**src/hw/power_park_pkg.sv**
```systemverilog
// Constants and types for the power, park and debug-strap sequencer
package power_park_pkg;

  // ****************************************
  // Timing
  // ****************************************
  localparam int CLK_PERIOD_NS = 25;
  localparam int STRAP_DELAY_NS = 1500;
  localparam int STRAP_CYCLES = (STRAP_DELAY_NS + CLK_PERIOD_NS - 1) / CLK_PERIOD_NS;
  localparam int INIT_TIME_US = 100;
  localparam int INIT_CYCLES = (INIT_TIME_US * 1000) / CLK_PERIOD_NS;
  // Fast park must finish well inside the 32 us the supplies are held
  localparam int FAST_PARK_US = 20;
  localparam int FAST_PARK_CYCLES = (FAST_PARK_US * 1000) / CLK_PERIOD_NS;
  localparam int NORMAL_PARK_US = 500;
  localparam int NORMAL_PARK_CYCLES_DEF = (NORMAL_PARK_US * 1000) / CLK_PERIOD_NS;
  localparam int CNT_W = 16;

  // ****************************************
  // Strap codes and reset values
  // ****************************************
  localparam logic [3:0] STRAP_NORMAL = 4'h0;
  localparam logic [3:0] STRAP_CLOCK_DEBUG = 4'h5;
  localparam logic [3:0] STRAP_CALIBRATION = 4'h8;
  localparam logic [3:0] STRAP_RESET_VALUE = 4'h0;
  localparam logic [7:0] PROBE_RESET_VALUE = 8'h00;
  localparam int TAP_COUNT = 6;
  localparam int DIV_W = 7;

  typedef enum logic [2:0] {
    ST_HELD,
    ST_INIT,
    ST_RUN,
    ST_NORMAL_PARK,
    ST_FAST_PARK,
    ST_PARKED
  } seq_state_t;

endpackage

```
**src/hw/probe_clk_if.sv**
```systemverilog
// Interface carrying the divided debug clock taps
`timescale 1ns/100ps
`default_nettype none
interface probe_clk_if;
  import power_park_pkg::*;
  logic [TAP_COUNT-1:0] taps;
  modport gen (output taps);
  modport use_side (input taps);
endinterface
`default_nettype wire

```
**src/hw/probe_clock_gen.sv**
```systemverilog
// Free-running divider producing the internal clock taps for clock debug
`timescale 1ns/100ps
`default_nettype none
module probe_clock_gen
  import power_park_pkg::*;
(
  input wire logic ref_clk_in,
  input wire logic sys_rst_in,
  probe_clk_if.gen tap_port
);
  // Taps are ratios of the reference, not the fabric clocks themselves
  logic [DIV_W-1:0] div;

  always_ff @(posedge ref_clk_in or posedge sys_rst_in) begin
    if (sys_rst_in) begin
      div <= '0;
    end else begin
      div <= div + 1'b1;
    end
  end

  always_ff @(posedge ref_clk_in or posedge sys_rst_in) begin
    if (sys_rst_in) begin
      tap_port.taps <= '0;
    end else begin
      tap_port.taps <= {div[0], div[3], div[4], div[2], div[1], div[0]};
    end
  end

endmodule
`default_nettype wire

```
**src/hw/power_park_seq_debug_strap.sv**
```systemverilog
// Start-up, park sequencing and debug strap capture for the display controller
`timescale 1ns/100ps
`default_nettype none
module power_park_seq_debug_strap
  import power_park_pkg::*;
#(
  parameter int NORMAL_PARK_CYCLES = NORMAL_PARK_CYCLES_DEF
) (
  input wire logic ref_clk_in,
  input wire logic sys_rst_in,
  input wire logic controller_reset_n_in,
  input wire logic park_request_n_in,
  input wire logic projection_on_request_in,
  input wire logic [3:0] probe_strap_in,
  input wire logic sel_write_in,
  input wire logic [3:0] sel_value_in,
  input wire logic vsync_in,
  input wire logic wheel_index_dly_in,
  input wire logic seq_index_in,
  input wire logic wheel_spoke_in,
  input wire logic wheel_rev_in,
  input wire logic [2:0] reset_aux_in,
  output logic [7:0] debug_probe_bus_out,
  output logic [7:0] debug_probe_oe_out,
  output logic init_done_out,
  output logic init_done_oe_out,
  output logic park_busy_out,
  output logic park_done_out,
  output logic [3:0] strap_value_out,
  output logic strap_valid_out
);

  // ****************************************
  // Input synchronisers
  // ****************************************
  logic [1:0] park_sync;
  logic [1:0] proj_sync;
  logic [1:0] rst_sync;
  logic park_prev;
  logic proj_prev;
  logic rst_prev;
  logic park_rise;
  logic park_fall;
  logic proj_fall;
  logic rst_rise;

  always_ff @(posedge ref_clk_in or posedge sys_rst_in) begin
    if (sys_rst_in) begin
      // Park idles high, so reset there to avoid a false rise
      park_sync <= 2'b11;
      proj_sync <= 2'b00;
      rst_sync <= 2'b00;
      park_prev <= 1'b1;
      proj_prev <= 1'b0;
      rst_prev <= 1'b0;
    end else begin
      park_sync <= {park_sync[0], park_request_n_in};
      proj_sync <= {proj_sync[0], projection_on_request_in};
      rst_sync <= {rst_sync[0], controller_reset_n_in};
      park_prev <= park_sync[1];
      proj_prev <= proj_sync[1];
      rst_prev <= rst_sync[1];
    end
  end

  assign park_rise = park_sync[1] && !park_prev;
  assign park_fall = !park_sync[1] && park_prev;
  assign proj_fall = !proj_sync[1] && proj_prev;
  assign rst_rise = rst_sync[1] && !rst_prev;

  // ****************************************
  // Sequencer
  // ****************************************
  seq_state_t state;
  logic [CNT_W-1:0] seq_cnt;

  always_ff @(posedge ref_clk_in or posedge sys_rst_in) begin
    if (sys_rst_in) begin
      state <= ST_HELD;
      seq_cnt <= '0;
    end else if (!rst_sync[1]) begin
      state <= ST_HELD;
      seq_cnt <= '0;
    end else begin
      seq_cnt <= seq_cnt + 1'b1;
      unique case (state)
        ST_HELD: begin
          seq_cnt <= '0;
          if (rst_rise) begin
            state <= ST_INIT;
          end
        end
        ST_INIT: begin
          if (seq_cnt == CNT_W'(INIT_CYCLES - 1)) begin
            state <= ST_RUN;
          end
        end
        ST_RUN: begin
          seq_cnt <= '0;
          if (park_fall) begin
            state <= ST_FAST_PARK;
          end else if (proj_fall) begin
            state <= ST_NORMAL_PARK;
          end
        end
        ST_NORMAL_PARK: begin
          if (park_fall) begin
            state <= ST_FAST_PARK;
            seq_cnt <= '0;
          end else if (seq_cnt == CNT_W'(NORMAL_PARK_CYCLES - 1)) begin
            state <= ST_PARKED;
          end
        end
        ST_FAST_PARK: begin
          if (seq_cnt == CNT_W'(FAST_PARK_CYCLES - 1)) begin
            state <= ST_PARKED;
          end
        end
        ST_PARKED: begin
          seq_cnt <= '0;
        end
      endcase
    end
  end

  // Done is open drain: pulled low through init, released otherwise
  always_ff @(posedge ref_clk_in or posedge sys_rst_in) begin
    if (sys_rst_in) begin
      init_done_out <= 1'b0;
      init_done_oe_out <= 1'b0;
      park_busy_out <= 1'b0;
      park_done_out <= 1'b0;
    end else begin
      init_done_out <= 1'b0;
      init_done_oe_out <= (state == ST_INIT);
      park_busy_out <= (state == ST_NORMAL_PARK) || (state == ST_FAST_PARK);
      park_done_out <= (state == ST_PARKED);
    end
  end

  // ****************************************
  // Strap capture
  // ****************************************
  logic sampling;
  logic [CNT_W-1:0] strap_cnt;
  logic [3:0] strap;
  logic strap_valid;
  logic first_cycle;

  // Reset release is noticed one clock late by a flop, never by the reset itself
  always_ff @(posedge ref_clk_in or posedge sys_rst_in) begin
    if (sys_rst_in) begin
      first_cycle <= 1'b1;
    end else begin
      first_cycle <= 1'b0;
    end
  end

  always_ff @(posedge ref_clk_in or posedge sys_rst_in) begin
    if (sys_rst_in) begin
      sampling <= 1'b0;
      strap_cnt <= '0;
      strap <= STRAP_RESET_VALUE;
      strap_valid <= 1'b0;
    end else if (first_cycle || park_rise) begin
      sampling <= 1'b1;
      strap_cnt <= '0;
      strap_valid <= 1'b0;
    end else if (sampling) begin
      strap_cnt <= strap_cnt + 1'b1;
      if (strap_cnt == CNT_W'(STRAP_CYCLES - 1)) begin
        sampling <= 1'b0;
        strap <= probe_strap_in;
        strap_valid <= 1'b1;
      end
    end
  end

  // ****************************************
  // Probe bus selection and output
  // ****************************************
  logic [3:0] probe_sel;
  logic [7:0] next_probe;
  probe_clk_if taps_if ();

  probe_clock_gen u_clk_gen (
    .ref_clk_in(ref_clk_in),
    .sys_rst_in(sys_rst_in),
    .tap_port(taps_if.gen)
  );

  always_ff @(posedge ref_clk_in or posedge sys_rst_in) begin
    if (sys_rst_in) begin
      probe_sel <= STRAP_RESET_VALUE;
    end else if (sampling && strap_cnt == CNT_W'(STRAP_CYCLES - 1)) begin
      probe_sel <= probe_strap_in;
    end else if (strap_valid && sel_write_in) begin
      probe_sel <= sel_value_in;
    end
  end

  always_comb begin
    next_probe = PROBE_RESET_VALUE;
    if (probe_sel == STRAP_CLOCK_DEBUG) begin
      next_probe = {1'b1, taps_if.taps, 1'b1};
    end else if (probe_sel == STRAP_CALIBRATION) begin
      next_probe = {reset_aux_in, wheel_rev_in, wheel_spoke_in, seq_index_in, wheel_index_dly_in, vsync_in};
    end
  end

  // Low four pins are strap inputs while sampling, so they float then
  always_ff @(posedge ref_clk_in or posedge sys_rst_in) begin
    if (sys_rst_in) begin
      debug_probe_bus_out <= PROBE_RESET_VALUE;
      debug_probe_oe_out <= 8'h00;
      strap_value_out <= STRAP_RESET_VALUE;
      strap_valid_out <= 1'b0;
    end else begin
      debug_probe_bus_out <= next_probe;
      debug_probe_oe_out <= {4'hF, {4{strap_valid}}};
      strap_value_out <= strap;
      strap_valid_out <= strap_valid;
    end
  end
endmodule
`default_nettype wire

```
**config.mk**
```make
export PLATFORM = sky130hd
export DESIGN_NAME = power_park_seq_debug_strap
export DESIGN_NICKNAME = d
export VERILOG_FILES = /design/src/hw/power_park_pkg.sv /design/src/hw/probe_clk_if.sv /design/src/hw/probe_clock_gen.sv /design/src/hw/power_park_seq_debug_strap.sv
export SDC_FILE = /design/constraint.sdc
export NUM_CORES = 1
export LEC_CHECK = 0
export ABC_AREA = 1
export ABC_CLOCK_PERIOD_IN_PS = 3200
export BUFFER_PORTS_ARGS = -buffer_cell sky130_fd_sc_hd__buf_2
export CAP_MARGIN = 40
export CORE_ASPECT_RATIO = 1.2
export CORE_MARGIN = 1.5
export CORE_UTILIZATION = 45
export CTS_CLUSTER_SIZE = 25
export DETAILED_ROUTE_END_ITERATION = 8
export GPL_TIMING_DRIVEN = 0
export PLACE_DENSITY_LB_ADDON = 0.3
export SYNTH_ARGS = -nofsm -noshare
export SYNTH_HDL_FRONTEND = slang
export SYNTH_SLANG_ARGS = --single-unit
```
**constraint.sdc**
```tcl
create_clock -name ref_clk_in -period 3.2 [get_ports ref_clk_in]
set_input_delay 0.16 -clock ref_clk_in [delete_from_list [all_inputs] [get_ports ref_clk_in]]
set_output_delay 0.16 -clock ref_clk_in [all_outputs]
set_load 0.02 [all_outputs]
```
==> results.toml, run 1 <==
[placement]
place_hpwl_mm = 5.20
numPortBuffers = 45
pre_cts_slack_ps = 1440
gp_congestion = 0.914
dp.cells = 566

[yosys]
netlist_instances = 427
ys_types = 32
avgSynthCellArea_um2 = 8.63
synth_top_area_share_pct = 53.0
synthArstFlopShare_pct = 100
synth_top_area_cell = "dfrtp_1"
synth.cell_area_mm2 = 0.00368
synth-edff-count = 0
synth_area_leaders = "dfrtp_1 (53%), nand2_1 (9.4%), inv_1 (5.7%)"
synth-main-ff-cell = "dfrtp_1"
yosys_warnings = 0
ys_ff_latch = 82
synthTopCellsByCount = "nand2_1 (92), dfrtp_1 (78), inv_1 (56)"
synth.most_common_cell = "nand2_1"
ys_seq_area_share_pct = 55.8

[setup_path]
crit_type = "flip-flop to flip-flop"
worst-path-max-fanout = 8
worstSetupEndpointType = "flip-flop"
worstPathRequired_ps = 3460
path_cells = "inv_1, a21oi_1, inv_1, a211oi_1"
cp_slowest_stage_delay_ps = 530
cpMostUsedCell = "inv_1"
crit_path_top_delay_cell = "a21oi_1"
cp_data_arrival_time_ps = 2040
worstSetupStartpointType = "flip-flop"

[floorplan]
initial_utilization_pct = 47.3
die_w_um = 85.6
num_io_pins = 47
dieArea_mm2 = 0.00874
fp.dieH_um = 102
rows = 35
core_area_mm2 = 0.00779

[clock_network]
path_clk_slew_ps = 80
numCtsBuffers = 9
clock-root-buffer = "clkbuf_8"
cts_tree = "done"
clk_path_buf_depth = 2
h-tree-depth = 3
cts_resized = 0
cts.sinks = 82
clk-insertion-delay-late_ps = 350

[outcome]
status = "complete, but fails checks"
violations = "DRC"

[grt]
overflow = 0
grt_usage_pct = 17.8
antenna_found_initial = 0
grt_max_degree = 68
first_global_vias = 2830
grt_pass1_wl_mm = 12.1

[route]
postRouteAntennaNets = 0
wl_mm = 6.95
firstDrtPassIters = 6
drcViolationCount = 4
vias = 2901
post_drt_wl_per_cell_um = 11.9
via_per_inst = 4.95
drt_iter0_drc = 112

[sta]
timing.fmax_mhz = 561
finClkSkew_ps = 3.31
setup_slack_ps = 1420
drv_slew = 0
relSlewSlack_pct = 54.7
rsz0062_at_grt = "false"
finalHoldViolCount = 0
setup_violations = 0
fin_setup_tns_ps = 0
tightest_slew_ps = 680
layout_min_cycle_time_ps = 1780
finalCritPeriodShare_pct = 55.7

[power]
peakVddDrop_uv = 277
power.share.clock_pct = 33.8
pwr-share-comb_pct = 13.7
internal_power_mw = 1.54
p_sw_uw = 579
leakage_nw = 2.12
swShare_pct = 27.4
sequentialPowerShare_pct = 52.4
p_per_area_mw_per_mm2 = 494

[layout]
antenna_cells = 0
sequential_cell_area_mm2 = 0.00206
nets = 514
finalNonFillerCells = 586
nFillCells = 729
area_growth_pct = 16.3
multi_input_area_mm2 = 0.00134
drive_gt1_share_pct = 17.6

[hold_path]
hold_path.class = "input pin to flip-flop"

[job]
maxCapViolations = 0
==> per-layer routing <==
layer	vias up	GRT usage (%)	wire, um
met5	-	0	0
met2	60	29.7	3450
met1	1361	22.1	3150
met4	0	7.07	85
li1	1471	-	-
met3	9	5.01	260
==> worst paths after layout <==
path / end / start / slack (ps) / depth (start not counted)
max: strap_cnt[4] / park_prev / 1420 / 4
min: debug_probe_bus_out[7] / reset_aux_in[2] / 40 / 3
max reg2reg: strap_cnt[4] / park_prev / 1420 / 4
min reg2reg: rst_sync[1] / rst_sync[0] / 350 / 0
max in group asynchronous: park_prev / sys_rst_in / 2330 / 4
min in group asynchronous: strap_cnt[9] / sys_rst_in / 280 / 3
==> logic make-up after synthesis <==
kind of cell / count (synthesis) / share of synthesized area, %
AOI/OAI and AO/OA: 49 / 7.24
xor gates and xnor gates: 10 / 2.38
adders and majority gates: 3 / 1.02
buffers and inverters: 68 / 7.88
DFF: 82 / 55.8
other: 2 / 0.204
and+or+nand+nor: 213 / 25.4
==> flip-flops by register name, indices dropped and copies added (netlist names) <==
name                     cells
debug_probe_bus_out          8
debug_probe_oe_out           2
first_cycle                  1
init_done_oe_out             1
park_busy_out                1
park_done_out                1
park_prev                    1
park_sync                    2
probe_sel                    4
proj_prev                    1
proj_sync                    2
rst_prev                     1
rst_sync                     2
sampling                     1
seq_cnt                     16
state                        3
strap                        4
strap_cnt                   16
strap_valid                  1
strap_value_out              4
u_clk_gen.div                5
u_clk_gen.tap_port.taps      5
==> timing repair <==
action,in CTS,in global routing
buffers inserted,0,0
hold buffers,4,0
hold endpoints to repair,18,0
==> metrics by stage <==
stage | hold slack, ps | power (mW) | util [%] | cell area, um2
2_1_floorplan | 164 | 1.33 | - | 3690
3_3_place_gp | 267 | 1.41 | 51.7 | 4030
3_5_place_dp | 109 | 1.42 | 52.1 | 4060
4_1_cts | 23.1 | 2.14 | 55.0 | 4280
5_1_grt | 18.0 | 2.24 | 55.0 | 4280
6_report | 38.1 | 2.12 | 55.0 | 4280
==> cell type report <==
| cell class | count | share of cell area, % |
|---|---|---|
| clock inverters | 5 | 1.29 |
| clock buffers | 11 | 3.07 |
| multi-input cells | 278 | 31.3 |
| plain buffers | 10 | 1.64 |
| well taps | 92 | 2.69 |
| repair buffers | 50 | 6.83 |
| flip-flops and latches | 82 | 48.0 |
| inverters | 58 | 5.20 |
==> power groups by stage <==
stage	logic (mW)	clock network, mW	registers [mW]
global route	0.335	0.788	1.12
floorplan	0.191	0	1.14
global placement	0.282	0	1.13
finish	0.291	0.716	1.11
detailed placement	0.290	0	1.13
CTS	0.294	0.734	1.11
==> placed cells by master (no fill, tap or decap), types with 2 or more instances in the layout <==
cell type and count:
dfstp_2 4, xnor2_1 6, nand3_1 37, clkinv_2 2
xor2_1 4, conb_1 3, buf_2 47, nor2_2 3
buf_4 8, dlygate4sd3_1 4, nor3_1 13, clkbuf_8 9
ha_1 3, a21oi_1 19, o21a_1 2, nand4_1 4
o21ai_0 24, nor4_1 2, inv_4 2, nand2_1 92
inv_1 55, clkbuf_1 2, nor2_1 54, dfrtp_1 78
clkinvlp_4 2, nand3b_1 2
==> worst max-delay path: cells and delay by family, from the launching register on <==
kind | cells | cell delay, ps
buffers and inverters | 2 | 350
AOI/OAI and AO/OA | 2 | 810
DFF | 1 | 520
Note: power is estimated with default switching activity, not from simulation.
==> inputs of run 2 (changes only) <==
--- a/config.mk
+++ b/config.mk
@@ -6,7 +6,7 @@
 export NUM_CORES = 1
 export LEC_CHECK = 0
 export ABC_AREA = 1
-export ABC_CLOCK_PERIOD_IN_PS = 3200
+export ABC_CLOCK_PERIOD_IN_PS = 1470
 export BUFFER_PORTS_ARGS = -buffer_cell sky130_fd_sc_hd__buf_2
 export CAP_MARGIN = 40
 export CORE_ASPECT_RATIO = 1.2
==> constraint.sdc (replaced) <==
create_clock -name ref_clk_in -period 1.47 [get_ports ref_clk_in]
set_input_delay 0.0735 -clock ref_clk_in [delete_from_list [all_inputs] [get_ports ref_clk_in]]
set_output_delay 0.0735 -clock ref_clk_in [all_outputs]
set_load 0.02 [all_outputs]
==> run 2 against run 1 <==
- the run ends with DRC, setup timing left
- worst hold slack lost 36 ps
- total power grew 130%
- worst setup slack lost 1500 ps
- sequential share of layout area shrank 5.5 points
- clock skew grew 5.3 ps
- die area is the same
- register-to-register slack lost 1500 ps
- largest cell class unchanged
- highest routed layer unchanged
==> results.toml, run 2 (same netlist as run 1, synthesis figures left out) <==
[layout]
multi_input_area_mm2 = 0.00155
nFillCells = 654
layout_commonest_cell = "nand2_1"
sequential_cell_area_mm2 = 0.00207
nets = 551
finalNonFillerCells = 623
biggestRegsByFlops = "seq_cnt (16), strap_cnt (16), debug_probe_bus_out (8)"
final_area_mm2 = 0.00486
drive_gt1_share_pct = 30.7
final_cell_mix = "nand2_1 (82), dfrtp_1 (70), inv_1 (46), nor2_1 (45), buf_2 (45)"
antenna_cells = 0
area_growth_pct = 31.9

[route]
postRouteAntennaNets = 0
via_per_inst = 5.00
drt_iter0_drc = 227
post_drt_wl_per_cell_um = 12.6
vias = 3115
firstDrtPassIters = 6
drcViolationCount = 3
wl_mm = 7.88

[setup_path]
worst-path-buf-inv = 1
path_cells = "ha_4, nand3_4, nor2_4, nand2_2, nor2_2, buf_4, nand2_1, a21oi_1"
crit_path_top_delay_cell = "dfrtp_1"
worstSetupEndpointType = "flip-flop"
cp_top_family = "simple AND/OR/NAND/NOR gates"
worstSetupStartpointType = "flip-flop"
cp_data_arrival_time_ps = 1800
crit_type = "flip-flop to flip-flop"
worstPathRequired_ps = 1740
cp_slowest_stage_delay_ps = 420
worst-path-max-fanout = 4

[sta]
relSlewSlack_pct = 64.9
setup_slack_ps = -65.0
finalCritPeriodShare_pct = 104
timing.fmax_mhz = 651
setup_violations = 3
rsz0062_at_grt = "true"
holdWs_ps = 2.44
finClkSkew_ps = 8.57
tightest_slew_ps = 525
drv_slew = 0
layout_min_cycle_time_ps = 1530
finalHoldViolCount = 0

[clock_network]
clk-insertion-delay-late_ps = 350
h-tree-depth = 3
numCtsBuffers = 9
clk_path_buf_depth = 2
cts.sinks = 82
cts_tree = "done"
clock-root-buffer = "clkbuf_8"
path_clk_slew_ps = 90

[floorplan]
num_io_pins = 47
rows = 35
initial_utilization_pct = 47.3
die_w_um = 85.6
dieArea_mm2 = 0.00874
core_area_mm2 = 0.00779
fp.dieH_um = 102

[grt]
overflow = 0
grt_usage_pct = 18.5
first_global_vias = 2975
grt_max_degree = 40
grt_pass1_wl_mm = 12.8
antenna_found_initial = 0

[hold_path]
hold_path.class = "input pin to flip-flop"

[placement]
gp_congestion = 0.936
dp.cells = 567
numPortBuffers = 45
place_hpwl_mm = 5.18
dpl_cell_area_mm2 = 0.00407

[outcome]
status = "complete, but fails checks"
violations = "DRC, setup timing"

[power]
leakage_nw = 2.41
p_per_area_mw_per_mm2 = 1020
peakVddDrop_uv = 512

[job]
maxCapViolations = 0
-- run 2: cell count changes in the layout (fill, tap and decap cells not counted), sizes merged --
cell | before | now
clkinv | 2 | 3
clkbuf | 11 | 10
buf | 56 | 80
dlygate4sd3 | 4 | 16
inv | 58 | 59
-- run 2: through the flow --
stage | setup TNS [ps] | utilization (%) | total power [mW] | setup slack, ps
after floorplan | 0 | - | 2.91 | 10.5
after global placement | -10220 | 51.7 | 3.07 | -262
after detailed placement | -3730 | 52.2 | 3.10 | -258
after CTS | -12.8 | 58.3 | 4.85 | -10.6
after global routing | -971 | 62.3 | 5.19 | -143
final | -86.0 | 62.3 | 4.95 | -65.0
-- run 2: layout make-up --
cell class / count / share of cell area (%)
inverter: 58 / 4.66
sequential: 82 / 42.5
clock inverter: 7 / 1.60
tap: 92 / 2.37
multi-input combinational: 278 / 32.0
timing repair buffer: 88 / 12.9
clock buffer: 9 / 2.55
buffer: 9 / 1.39
-- run 2: tightest hold or removal path, delay by kind of cell --
kind                   cells  cell delay, ps
AO/OA/AOI/OAI              1              70
buffers and inverters      2             180
-- run 2: metal layers --
layer / vias to the layer above / share of wire (%) / track usage [%]
li1: 1552 / - / -
met1: 1488 / 44 / 23.1
met2: 57 / 51 / 30.7
met3: 18 / 3.1 / 3.88
met4: 0 / 2.3 / 9.43
met5: - / 0 / 0
-- run 2: final timing paths --
check / start / end / slack [ps] / depth (start not counted)
max: seq_cnt[0] / seq_cnt[10] / -60 / 8
min: probe_strap_in[1] / strap[1] / 2 / 3
max reg2reg: seq_cnt[0] / seq_cnt[10] / -60 / 8
min reg2reg: park_sync[0] / park_sync[1] / 350 / 0
max in group asynchronous: sys_rst_in / park_sync[0] / 780 / 4
min in group asynchronous: sys_rst_in / strap[1] / 190 / 3
-- run 2: power breakdown --
group / switching [mW] / total, mW / internal, mW
clock network: 0.856 / 1.65 / 0.799
registers: 0.0959 / 2.46 / 2.36
logic: 0.491 / 0.840 / 0.349
total: 1.44 / 4.95 / 3.51
-- run 2: timing repair --
item | 4_1_cts | 5_1_grt
hold endpoints to repair | 95 | 0
pin swaps | 5 | 17
hold buffers | 16 | 0
setup buffers | 8 | 17
gates resized for setup | 14 | 65
endpoints found under the setup margin | 34 | 33
==> inputs of run 3 (changes only) <==
--- a/config.mk
+++ b/config.mk
@@ -11,7 +11,7 @@
 export CAP_MARGIN = 40
 export CORE_ASPECT_RATIO = 1.2
 export CORE_MARGIN = 1.5
-export CORE_UTILIZATION = 45
+export CORE_UTILIZATION = 47
 export CTS_CLUSTER_SIZE = 25
 export DETAILED_ROUTE_END_ITERATION = 8
 export GPL_TIMING_DRIVEN = 0
==> run 3 against run 2 <==
- the run ends with setup timing left
- combinational power grew 9.8%
- sequential share of layout area down 0.74 points
- first-iteration DRC count up 15%
- count of clock-buffer cells in the layout stayed put
- critical path depth did not move
- global-route usage rose by 1.2 points
- sequential power hardly changed
- fmax up 4.0%
- cell area grew 1.6%
- clock skew increased by 0.88 ps
- worst hold slack better by 22 ps
- core utilization grew 2.5 points
- critical path type unchanged
- largest power group unchanged
==> results.toml, run 3 (same netlist as run 1, synthesis figures left out) <==
[floorplan]
fp.dieH_um = 100
die_w_um = 83.8
dieArea_mm2 = 0.00838
rows = 35
core_area_mm2 = 0.00762
initial_utilization_pct = 48.3
num_io_pins = 47

[sta]
finClkSkew_ps = 9.45
finalHoldViolCount = 0
drv_slew = 0
timing.fmax_mhz = 678
layout_min_cycle_time_ps = 1480
setup_violations = 3
rsz0062_at_grt = "true"
setup_slack_ps = -5.64
finalCritPeriodShare_pct = 100

[clock_network]
clock-root-buffer = "clkbuf_8"
cts.sinks = 82
h-tree-depth = 3
cts_tree = "done"
clk-insertion-delay-late_ps = 360
numCtsBuffers = 9
clk_path_buf_depth = 2
path_clk_slew_ps = 100

[grt]
grt_pass1_wl_mm = 13.3
overflow = 0
antenna_found_initial = 0
first_global_vias = 2975
grt_usage_pct = 19.8
grt_max_degree = 41

[hold_path]
hold_path.class = "input pin to flip-flop"

[layout]
sequential_cell_area_mm2 = 0.00206
final_area_mm2 = 0.00494
area_growth_pct = 34.1
drive_gt1_share_pct = 32.9
finalCoreUtilization_pct = 64.8
nFillCells = 614
final_cell_mix = "nand2_1 (80), dfrtp_1 (72), inv_1 (46), buf_2 (45), nor2_1 (40)"
multi_input_area_mm2 = 0.00159
biggestRegsByFlops = "seq_cnt (16), strap_cnt (16), debug_probe_bus_out (8)"
antenna_cells = 0
nets = 555
layout_commonest_cell = "nand2_1"

[route]
vias = 3295
via_per_inst = 5.26
wl_mm = 8.88
drcViolationCount = 0
drt_iter0_drc = 260
firstDrtPassIters = 5
post_drt_wl_per_cell_um = 14.2
postRouteAntennaNets = 0

[job]
maxCapViolations = 0

[setup_path]
crit_type = "flip-flop to flip-flop"
worstPathRequired_ps = 1720
worstSetupStartpointType = "flip-flop"
worstSetupEndpointType = "flip-flop"
worst-path-max-fanout = 4
cp_data_arrival_time_ps = 1730

[power]
peakVddDrop_uv = 434
p_per_area_mw_per_mm2 = 1010
leakage_nw = 2.39

[placement]
numPortBuffers = 45
dpl_cell_area_mm2 = 0.00407
place_hpwl_mm = 5.40
gp_congestion = 0.868

[outcome]
violations = "setup timing"
status = "complete, but fails checks"
## run 3: what timing repair did
item | 4_1_cts | 5_1_grt
cloned | 0 | 1
resized for setup | 23 | 68
endpoints found under the hold margin | 95 | 0
pin swaps | 6 | 23
setup buffers | 8 | 19
hold buffers | 16 | 0
setup endpoints to repair | 42 | 33
## run 3: cell type report
cell class                 instances  share of cell area [%]
inverter                          58                    4.64
buffer                            10                    1.60
timing repair buffer              90                    13.4
clock buffer                       9                    2.51
timing repair inverter             1                   0.101
multi-input combinational        278                    32.3
tap                               92                    2.33
sequential                        82                    41.8
clock inverter                     7                    1.39
## run 3: routing by layer
metal / track usage, % / vias to the layer above / wire [um]
li1: - / 1556 / -
met5: 0 / - / 0
met3: 3.37 / 26 / 386
met4: 7.82 / 0 / 265
met1: 23.7 / 1599 / 3390
met2: 35.5 / 114 / 4840
## run 3: per-stage QoR
step / TNS [ps] / hold slack, ps / cells / setup WS, ps / total power, mW
after global placement: -9810 / 180 / 565 / -306 / 3.07
after detailed placement: -4170 / -8.04 / 567 / -266 / 3.10
final: -12.0 / 24.0 / 627 / -5.64 / 4.98
after floorplan: 0 / 78.0 / 428 / 10.5 / 2.91
after CTS: -0.448 / 19.3 / 607 / -0.448 / 4.82
after global routing: -1120 / 31.8 / 627 / -79.7 / 5.20
## run 3: path summary, 6_finish.rpt
kind                                 start                      to  slack (ps)  cells past startpoint
setup reg to reg                seq_cnt[0]              seq_cnt[8]          -6                      8
hold / removal             sel_value_in[1]            probe_sel[1]          20                      5
setup / recovery                seq_cnt[0]              seq_cnt[8]          -6                      8
hold reg to reg               proj_sync[0]            proj_sync[1]         350                      0
min in group asynchronous       sys_rst_in  debug_probe_bus_out[0]         150                      3
max in group asynchronous       sys_rst_in            park_sync[1]         810                      4
## run 3: critical path: stages (launching register included)
cell and delay (ps):
dfrtp_1 430, ha_4 180, nand3_4 110, nor2_4 150
nand2_2 100, nor2_4 120, buf_4 140, xnor2_1 110
nor2_1 60
## run 3: where the power goes
group | switching [mW] | total, mW | internal (mW)
clock network | 0.944 | 1.61 | 0.666
registers | 0.0906 | 2.45 | 2.36
logic | 0.546 | 0.922 | 0.376
